### src/core/frws_defines.svh
// Offsets, field positions, reset values and timing counts of the row write sequencer.
`ifndef FRWS_DEFINES_SVH
`define FRWS_DEFINES_SVH
`define FRWS_OFS_ADDR_LOW 12'h000
`define FRWS_OFS_ADDR_HIGH 12'h004
`define FRWS_OFS_WORD_LOW 12'h008
`define FRWS_OFS_WORD_HIGH 12'h00C
`define FRWS_OFS_CONTROL_ONE 12'h010
`define FRWS_OFS_UNLOCK_KEY 12'h014
`define FRWS_BIT_CFG_SEL 6
`define FRWS_BIT_LATCH_ONLY 5
`define FRWS_BIT_ROW_ERASE 4
`define FRWS_BIT_WRITE_EN 2
`define FRWS_BIT_WRITE_START 1
`define FRWS_BIT_CTRL_ONE 7
`define FRWS_KEY_FIRST 8'h55
`define FRWS_KEY_SECOND 8'hAA
`define FRWS_BLANK_WORD 14'h3FFF
`define FRWS_NOP_CYCLES 2'h2
`define FRWS_CLK_PERIOD_NS 10
`define FRWS_PROG_TIME_NS 2000000
`define FRWS_PROG_CYCLES (`FRWS_PROG_TIME_NS / `FRWS_CLK_PERIOD_NS)
`endif

### src/core/frws_pkg.sv
// Types shared by the row write sequencer modules.
package frws_pkg;
	typedef enum logic [1:0] {
		KEY_IDLE = 2'b00,
		KEY_GOT_FIRST = 2'b01,
		KEY_ARMED = 2'b10
	} frws_key_type;
	typedef enum logic [2:0] {
		ENG_IDLE = 3'b000,
		ENG_NOP = 3'b001,
		ENG_READ = 3'b010,
		ENG_PROG = 3'b011,
		ENG_WAIT = 3'b100,
		ENG_CLEAR = 3'b101
	} frws_eng_type;
endpackage : frws_pkg

### src/core/frws_latch_if.sv
// Port bundle between the sequencer and its write latch store.
`timescale 1ns/10ps
interface frws_latch_if #(parameter int DW = 14, parameter int AW = 4);
	logic we;
	logic [AW-1:0] waddr;
	logic [DW-1:0] wdata;
	logic [AW-1:0] raddr;
	logic [DW-1:0] rdata;
	logic clr;
	modport ctrl (output we, output waddr, output wdata, output raddr, output clr, input rdata);
	modport store (input we, input waddr, input wdata, input raddr, input clr, output rdata);
endinterface : frws_latch_if

### src/core/frws_latch_mem.sv
// Write latch store: one word per latch, registered read, blank on reset or clear.
`timescale 1ns/10ps
`include "frws_defines.svh"
module frws_latch_mem #(
	parameter int DEPTH = 16
) (
	// Clock and reset
	input wire logic mclk_i,
	input wire logic rst_n_i,
	// Latch access
	frws_latch_if.store lat
);
	logic [13:0] mem_r [DEPTH];

	always_ff @(posedge mclk_i)
	begin
		if (!rst_n_i || lat.clr)
		begin
			for (int i = 0; i < DEPTH; i++)
				mem_r[i] <= `FRWS_BLANK_WORD;
		end
		else if (lat.we)
			mem_r[lat.waddr] <= lat.wdata;
	end

	always_ff @(posedge mclk_i)
	begin
		if (!rst_n_i)
			lat.rdata <= `FRWS_BLANK_WORD;
		else
			lat.rdata <= mem_r[lat.raddr];
	end
endmodule : frws_latch_mem

### src/core/frws_seq.sv
// Flash row write sequencer: APB registers, unlock key, latch loading and row programming.
// Notes on behaviour
// No automatic erase when programming starts.
// One program writes at most all latches.
// Row from high[6:0],low[7:5]; latch from low.
// Programming never leaves the addressed row.
// Latches return blank after every program.
// Latches return blank after every erase.
// Only complete uninterrupted unlock loads or programs.
// Latch-only set: load latch, no programming.
// Latch-only clear: load last word, program row.
// Software loads, unlocks, increments, clears latch-only last.
// Partial change: read, erase, reload, program.
// Unlock is 55h, AAh, write-start, two idle.
// Two forced idle cycles, then stall if programming.
// Latches are 14 bits, loaded only via data.
// Write-enable clear: unlock ignored, start drops.
`timescale 1ns/10ps
`include "frws_defines.svh"
module frws_seq import frws_pkg::*; #(
	parameter int LATCHES = 16,
	parameter int PROG_CYCLES = `FRWS_PROG_CYCLES
) (
	// Clock and reset
	input wire logic mclk_i,
	input wire logic rst_n_i,
	// APB slave
	input wire logic psel_i,
	input wire logic penable_i,
	input wire logic pwrite_i,
	input wire logic [11:0] paddr_i,
	input wire logic [31:0] pwdata_i,
	output logic [31:0] prdata_o,
	output logic pready_o,
	output logic pslverr_o,
	// Flash array port
	output logic flash_prog_o,
	output logic flash_erase_o,
	output logic flash_cfg_o,
	output logic [9:0] flash_row_o,
	output logic [3:0] flash_col_o,
	output logic [13:0] flash_data_o,
	// Processor stall
	output logic cpu_stall_o
);
	localparam int AW = $clog2(LATCHES);

	function automatic logic [9:0] frws_row(input logic [7:0] hi, input logic [7:0] lo);
		return {hi[6:0], lo[7:5]};
	endfunction : frws_row

	frws_latch_if #(.DW(14), .AW(AW)) lat ();

	frws_latch_mem #(.DEPTH(LATCHES)) u_mem (
		.mclk_i(mclk_i),
		.rst_n_i(rst_n_i),
		.lat(lat)
	);

	// ----------------------------------------
	// Register bus
	// ----------------------------------------
	logic [7:0] addr_low_r;
	logic [7:0] addr_high_r;
	logic [7:0] word_low_r;
	logic [5:0] word_high_r;
	logic cfg_sel_r;
	logic latch_only_r;
	logic row_erase_r;
	logic write_en_r;
	logic write_start_r;
	frws_key_type key_r;
	frws_eng_type eng_r;
	logic acc;
	logic wr;
	logic mapped;
	logic start;
	logic ctrl_wr;

	assign acc = psel_i && penable_i && pready_o;
	assign wr = acc && pwrite_i;
	assign ctrl_wr = wr && paddr_i == `FRWS_OFS_CONTROL_ONE;
	// The bus stalls while the engine runs, so the processor holds like a forced idle.
	assign pready_o = eng_r == ENG_IDLE;
	assign cpu_stall_o = eng_r != ENG_IDLE;

	always_comb
	begin
		mapped = 1'b1;
		prdata_o = 32'h0;
		unique case (paddr_i)
			`FRWS_OFS_ADDR_LOW: prdata_o[7:0] = addr_low_r;
			`FRWS_OFS_ADDR_HIGH: prdata_o[7:0] = addr_high_r;
			`FRWS_OFS_WORD_LOW: prdata_o[7:0] = word_low_r;
			`FRWS_OFS_WORD_HIGH: prdata_o[5:0] = word_high_r;
			`FRWS_OFS_CONTROL_ONE: prdata_o[7:0] = {1'b1, cfg_sel_r, latch_only_r, row_erase_r,
				1'b0, write_en_r, write_start_r, 1'b0};
			`FRWS_OFS_UNLOCK_KEY: prdata_o = 32'h0;
			default: mapped = 1'b0;
		endcase
		if (!acc || pwrite_i)
			prdata_o = 32'h0;
	end
	assign pslverr_o = acc && !mapped;

	always_ff @(posedge mclk_i)
	begin
		if (!rst_n_i)
		begin
			addr_low_r <= 8'h00;
			addr_high_r <= 8'h00;
			word_low_r <= 8'h00;
			word_high_r <= 6'h00;
		end
		else if (wr)
		begin
			if (paddr_i == `FRWS_OFS_ADDR_LOW)
				addr_low_r <= pwdata_i[7:0];
			if (paddr_i == `FRWS_OFS_ADDR_HIGH)
				addr_high_r <= {1'b0, pwdata_i[6:0]};
			if (paddr_i == `FRWS_OFS_WORD_LOW)
				word_low_r <= pwdata_i[7:0];
			if (paddr_i == `FRWS_OFS_WORD_HIGH)
				word_high_r <= pwdata_i[5:0];
		end
	end

	// ----------------------------------------
	// Unlock key
	// ----------------------------------------
	// Any other write between the key steps breaks the sequence.
	always_ff @(posedge mclk_i)
	begin
		if (!rst_n_i)
			key_r <= KEY_IDLE;
		else if (wr)
		begin
			if (paddr_i == `FRWS_OFS_UNLOCK_KEY && pwdata_i[7:0] == `FRWS_KEY_FIRST)
				key_r <= KEY_GOT_FIRST;
			else if (paddr_i == `FRWS_OFS_UNLOCK_KEY && pwdata_i[7:0] == `FRWS_KEY_SECOND
				&& key_r == KEY_GOT_FIRST)
				key_r <= KEY_ARMED;
			else
				key_r <= KEY_IDLE;
		end
	end

	assign start = ctrl_wr && pwdata_i[`FRWS_BIT_WRITE_START] && key_r == KEY_ARMED
		&& pwdata_i[`FRWS_BIT_WRITE_EN];

	// ----------------------------------------
	// Control register
	// ----------------------------------------
	logic [1:0] nop_cnt_r;
	logic done;
	assign done = eng_r == ENG_CLEAR || (eng_r == ENG_NOP && nop_cnt_r == `FRWS_NOP_CYCLES
		&& latch_only_r && !row_erase_r);

	always_ff @(posedge mclk_i)
	begin
		if (!rst_n_i)
		begin
			cfg_sel_r <= 1'b0;
			latch_only_r <= 1'b0;
			row_erase_r <= 1'b0;
			write_en_r <= 1'b0;
		end
		else if (ctrl_wr)
		begin
			cfg_sel_r <= pwdata_i[`FRWS_BIT_CFG_SEL];
			latch_only_r <= pwdata_i[`FRWS_BIT_LATCH_ONLY];
			row_erase_r <= pwdata_i[`FRWS_BIT_ROW_ERASE];
			write_en_r <= pwdata_i[`FRWS_BIT_WRITE_EN];
		end
		else if (eng_r == ENG_CLEAR)
			row_erase_r <= 1'b0;
	end

	// Start can only be set by a valid unlock; it drops when the operation ends.
	always_ff @(posedge mclk_i)
	begin
		if (!rst_n_i)
			write_start_r <= 1'b0;
		else if (start)
			write_start_r <= 1'b1;
		else if (done)
			write_start_r <= 1'b0;
	end

	// ----------------------------------------
	// Latch loading
	// ----------------------------------------
	assign lat.we = start && !pwdata_i[`FRWS_BIT_ROW_ERASE];
	assign lat.waddr = addr_low_r[AW-1:0];
	assign lat.wdata = {word_high_r, word_low_r};
	assign lat.clr = eng_r == ENG_CLEAR;

	// ----------------------------------------
	// Program engine
	// ----------------------------------------
	logic [AW-1:0] col_r;
	logic [$clog2(PROG_CYCLES+1)-1:0] wait_r;
	logic [9:0] row_r;

	assign lat.raddr = col_r;

	always_ff @(posedge mclk_i)
	begin
		if (!rst_n_i)
			row_r <= 10'h000;
		else if (start)
			row_r <= frws_row(addr_high_r, addr_low_r);
	end

	always_ff @(posedge mclk_i)
	begin
		if (!rst_n_i)
		begin
			eng_r <= ENG_IDLE;
			nop_cnt_r <= 2'h0;
			col_r <= '0;
			wait_r <= '0;
		end
		else
		begin
			unique case (eng_r)
				ENG_IDLE:
					if (start)
					begin
						eng_r <= ENG_NOP;
						nop_cnt_r <= 2'h1;
						wait_r <= '0;
					end
				ENG_NOP:
					if (nop_cnt_r != `FRWS_NOP_CYCLES)
						nop_cnt_r <= nop_cnt_r + 2'h1;
					else if (row_erase_r)
						eng_r <= ENG_WAIT;
					else if (latch_only_r)
						eng_r <= ENG_IDLE;
					else
					begin
						eng_r <= ENG_READ;
						col_r <= '0;
					end
				ENG_READ:
					eng_r <= ENG_PROG;
				ENG_PROG:
				begin
					// The column wraps inside the row and the row register is frozen.
					col_r <= col_r + 1'b1;
					eng_r <= (col_r == AW'(LATCHES - 1)) ? ENG_WAIT : ENG_READ;
					wait_r <= '0;
				end
				ENG_WAIT:
					if (wait_r == ($bits(wait_r))'(PROG_CYCLES - 1))
						eng_r <= ENG_CLEAR;
					else
						wait_r <= wait_r + 1'b1;
				ENG_CLEAR:
					eng_r <= ENG_IDLE;
				default:
					eng_r <= ENG_IDLE;
			endcase
		end
	end

	// ----------------------------------------
	// Flash array port
	// ----------------------------------------
	always_ff @(posedge mclk_i)
	begin
		if (!rst_n_i)
		begin
			flash_prog_o <= 1'b0;
			flash_erase_o <= 1'b0;
			flash_cfg_o <= 1'b0;
			flash_row_o <= 10'h000;
			flash_col_o <= 4'h0;
			flash_data_o <= `FRWS_BLANK_WORD;
		end
		else
		begin
			flash_prog_o <= eng_r == ENG_PROG;
			flash_erase_o <= eng_r == ENG_NOP && nop_cnt_r == `FRWS_NOP_CYCLES
				&& row_erase_r;
			flash_cfg_o <= cfg_sel_r;
			flash_row_o <= row_r;
			flash_col_o <= 4'(col_r);
			flash_data_o <= lat.rdata;
		end
	end

	// ----------------------------------------
	// Checks
	// ----------------------------------------
	logic [5:0] prog_cnt_r;
	always_ff @(posedge mclk_i)
	begin
		if (!rst_n_i || eng_r == ENG_IDLE)
			prog_cnt_r <= 6'h00;
		else if (flash_prog_o)
			prog_cnt_r <= prog_cnt_r + 6'h01;
	end
endmodule : frws_seq

### config.mk
export PLATFORM = sky130hd
export DESIGN_NAME = frws_seq
export DESIGN_NICKNAME = d
export VERILOG_FILES = /design/src/core/frws_pkg.sv /design/src/core/frws_latch_if.sv /design/src/core/frws_latch_mem.sv /design/src/core/frws_seq.sv
export VERILOG_INCLUDE_DIRS = /design/src /design/src/core
export SDC_FILE = /design/constraint.sdc
export NUM_CORES = 1
export LEC_CHECK = 0
export CORE_ASPECT_RATIO = 1.1
export CORE_MARGIN = 2
export CORE_UTILIZATION = 63
export DETAILED_ROUTE_END_ITERATION = 12
export DONT_BUFFER_PORTS = 1
export GPL_TIMING_DRIVEN = 0
export PLACE_DENSITY = 0.8
export SYNTH_ARGS = -nofsm -noshare
export SYNTH_HDL_FRONTEND = slang
export SYNTH_HIERARCHICAL = 1
export SYNTH_SLANG_ARGS = --single-unit
### constraint.sdc
create_clock -name mclk_i -period 4 [get_ports mclk_i]
set_input_delay 0.4 -clock mclk_i [delete_from_list [all_inputs] [get_ports mclk_i]]
set_output_delay 0.4 -clock mclk_i [all_outputs]
set_load 0.005 [all_outputs]
==> reports/qor.txt <==
Status -> finished clean
Chip height -> 170 um
Crit share post-route -> 0.951
Max cap viols -> 0
First-pass DRT Iterations -> 5
PortBufs -> 0
Static Leak -> 5.17 nW
All-layer global routing usage -> 0.282
Synth area leaders -> edfxtp_1 (43%), dfxtp_1 (15%), nand2b_1 (5.3%), mux2_2 (4.0%), mux2i_1 (3.9%)
Inserted Diodes -> 0
Fraction of registers with async set/reset -> 0
Post-CTS Hold Buffers -> 0
Worst Hold End -> word_low_r[6]
Final core utilization -> 0.711
Crit path buf inv count -> 4
WL final -> 36.7 mm
Vias in the first global route -> 10.4k
Area delta synth->final -> 10.6%
R2r setup slk -> 0.20 ns
RSZ-0062 raised after global routing -> false
Hpwl dp -> 26.2 mm
Max-slew violation count -> 0
Reg-to-Reg Start -> eng_r[2]
Mapped Cells -> 1,262
Layout Nets -> 1,374
Main synth FF type -> edfxtp_1
Fmax -> 263 MHz
Worst slew pin tran -> 0.881 ns
Num CTS Buffers -> 35
First-pass GRT wire length -> 57.0 mm
Die Area -> 26,300 um2
Worst Skew -> 0.0222 ns
Post-synth EDFFs -> 224
Starting DRT DRC Count -> 871
Root Driver -> clkbuf_16
Hold wc startpoint -> pwdata_i[6]
Ys Warns -> 6
Hold path depth -> 2
Sequential area share after synthesis -> 0.576
Synth Cell Area -> 15,800 um2
Placed Area -> 16,300 um2
Sink Count -> 342
DR WL/cell -> 22.2 um
Largest area contributor in the synthesized netlist -> edfxtp_1
Tot Pwr -> 7.23 mW
Clock Tree Buf Depth -> 3
Hold_ws -> 0.0356 ns
Routability cong. -> 0.921
Worst r2r dst -> u_mem/mem_r[7][1]
Most frequent cells in the layout -> edfxtp_1 (224), nand2b_1 (125), dfxtp_1 (118)
Fill count -> 1,647
DR DRC count -> 0
IO Count -> 115
Antenna Nets Post-Route -> 0
Initial antenna violation count -> 0
Crit path DAT -> 3.93 ns
Netlist cell types -> 74
CTS tree -> built
Setup Viol. Count Final -> 0
Area share of the largest cell type after synthesis -> 0.426
Grt total ovfl -> 0
Post-CTS setup buffers -> 0
Largest net degree at the start of global routing -> 16
H-tree Lvls -> 2
VDD IR max -> 0.321 mV
Crit path time final -> 3.80 ns
Worst skew pair latency -> 0.52 ns
R2R cell count -> 10
Vias -> 10.2k
Setup CP Type -> reg2reg
Register bit total from synthesis -> 342
Hold Path Class -> in2reg
Design area -> 17,400 um2
Slowest cell on the critical path -> nor4_2
CP Max Fanout -> 14
Cells after DPL -> 1,595
Die width -> 155 um
Worst EP required -> 4.13 ns
Area of the multi-input gates -> 6010 um2
Cell family with the largest share of critical-path delay -> simple AND/OR/NAND/NOR gates
Post-Layout Cell Count -> 1,657
Avg Cell Area, Syn -> 12.5 um2
Worst-path cell chain -> buf_2 > or3_1 > buf_2 > or2_1 > buf_6 > nor4_2 > and4b_4 > nand3_2 > buf_2 > nand2_1
CTS clk-pin slew, worst paths -> 0.06 ns
Initial Util -> 0.643
Commonest non-fill, non-tap cell in the layout -> edfxtp_1
Register area -> 9090 um2
Via/cell ratio -> 6.15
Worst slew margin -> 0.412
Ratio of cells with drive above 1 in the final layout -> 0.214
CP Launch Type -> flop
Row Count -> 60
Pwr/cell area -> 415 nW/um2
Most used cell, CP -> buf_2
Fin. Hold Viols -> 0
Slowest stage delay, CP -> 0.67 ns
CP Capture Type -> flop
Core area -> 24,500 um2
-- timing repair --
action / CTS / global route
hold endpoints to repair: 0 / 0
gates resized for setup: 4 / 5
cloned: 0 / 0
endpoints found under the setup margin: 224 / 70
pin swaps: 0 / 0
-- sequential cells by signal (all words and copies together) (netlist names), 2 cells and up --
register	count
u_mem/mem_r	224
wait_r	18
flash_data_o	14
u_mem/lat.rdata	14
flash_row_o	10
row_r	10
addr_low_r	8
word_low_r	8
addr_high_r	7
word_high_r	6
col_r	4
flash_col_o	4
eng_r	3
key_r	2
nop_cnt_r	2
-- cells by family after synthesis --
kind of cell,count (synthesis),share of synthesized area
muxes,138,0.109
buffers and inverters,123,0.0503
other,1,0.000238
AOI/OAI and AO/OA,133,0.0597
and+or+nand+nor,521,0.201
DFF,342,0.576
adders and majority gates,4,0.00301
-- synthesized netlist by cell type, types with 5 or more instances --
library cell / instances
nor2_1: 57
edfxtp_1: 224
o21ai_0: 16
buf_2: 22
nand2_1: 76
nand2b_1: 133
o22ai_1: 16
o221a_1: 10
dfxtp_1: 118
nor2b_1: 8
or2b_1: 9
buf_6: 10
or2_1: 64
mux2_2: 56
buf_4: 33
mux2i_1: 62
nand4_1: 12
clkbuf_8: 9
nand3_1: 19
mux4_2: 14
or2_2: 51
nand3_2: 6
a21oi_1: 29
mux4_1: 6
or4_1: 5
nor4_1: 9
o221ai_1: 14
inv_1: 6
nor3_1: 11
nor3_4: 6
or3_1: 8
and2_1: 17
clkbuf_1: 39
a31oi_1: 11
o211ai_1: 18
-- metrics by stage --
stage	setup slack (ns)	setup TNS, ns
floorplan	0.414	0
global route	0.0474	0
detailed placement	-0.441	-48.54
global placement	-0.379	-36.10
CTS	0.00352	0
finish	0.197	0
-- worst reg2reg max path, cell delays in order (launching register included) --
cell     delay (ns)
dfxtp_1        0.30
buf_2          0.16
or3_1          0.32
buf_2          0.16
or2_1          0.24
buf_6          0.14
nor4_2         0.67
and4b_4        0.43
nand3_2        0.20
buf_2          0.25
nand2_1        0.55
-- report_power, final --
| group | switching (mW) | internal, mW |
|---|---|---|
| combinational | 0.113 | 0.0419 |
| sequential | 0.00204 | 3.76 |
| clock | 1.31 | 2.01 |
| total | 1.42 | 5.81 |
-- worst max-delay path by stage --
stage	from	endpoint	cells past startpoint	slack, ns
global route	eng_r[2]	u_mem/mem_r[0][0]	10	0.05
detailed placement	eng_r[2]	u_mem/mem_r[0][10]	10	-0.44
finish	eng_r[2]	u_mem/mem_r[7][1]	10	0.20
CTS	eng_r[2]	u_mem/mem_r[13][1]	10	0.004
global placement	eng_r[2]	u_mem/mem_r[1][8]	10	-0.38
floorplan	eng_r[2]	u_mem/mem_r[13][0]	10	0.41
-- metal layers --
metal | wire [um] | share of wire | track usage
met5 | 0 | 0 | 0
met4 | 1080 | 0.029 | 0.0994
met3 | 2320 | 0.063 | 0.0430
met2 | 19100 | 0.52 | 0.505
met1 | 14200 | 0.39 | 0.349
-- layout make-up --
| cell class | instances | area share |
|---|---|---|
| multi-input cells | 820 | 0.344 |
| plain buffers | 115 | 0.0438 |
| clock buffers | 46 | 0.0549 |
| clock inverters | 16 | 0.0120 |
| flip-flops and latches | 342 | 0.521 |
| well taps | 310 | 0.0222 |
| inverters | 8 | 0.00172 |
Power figures use the tool's default switching activity.
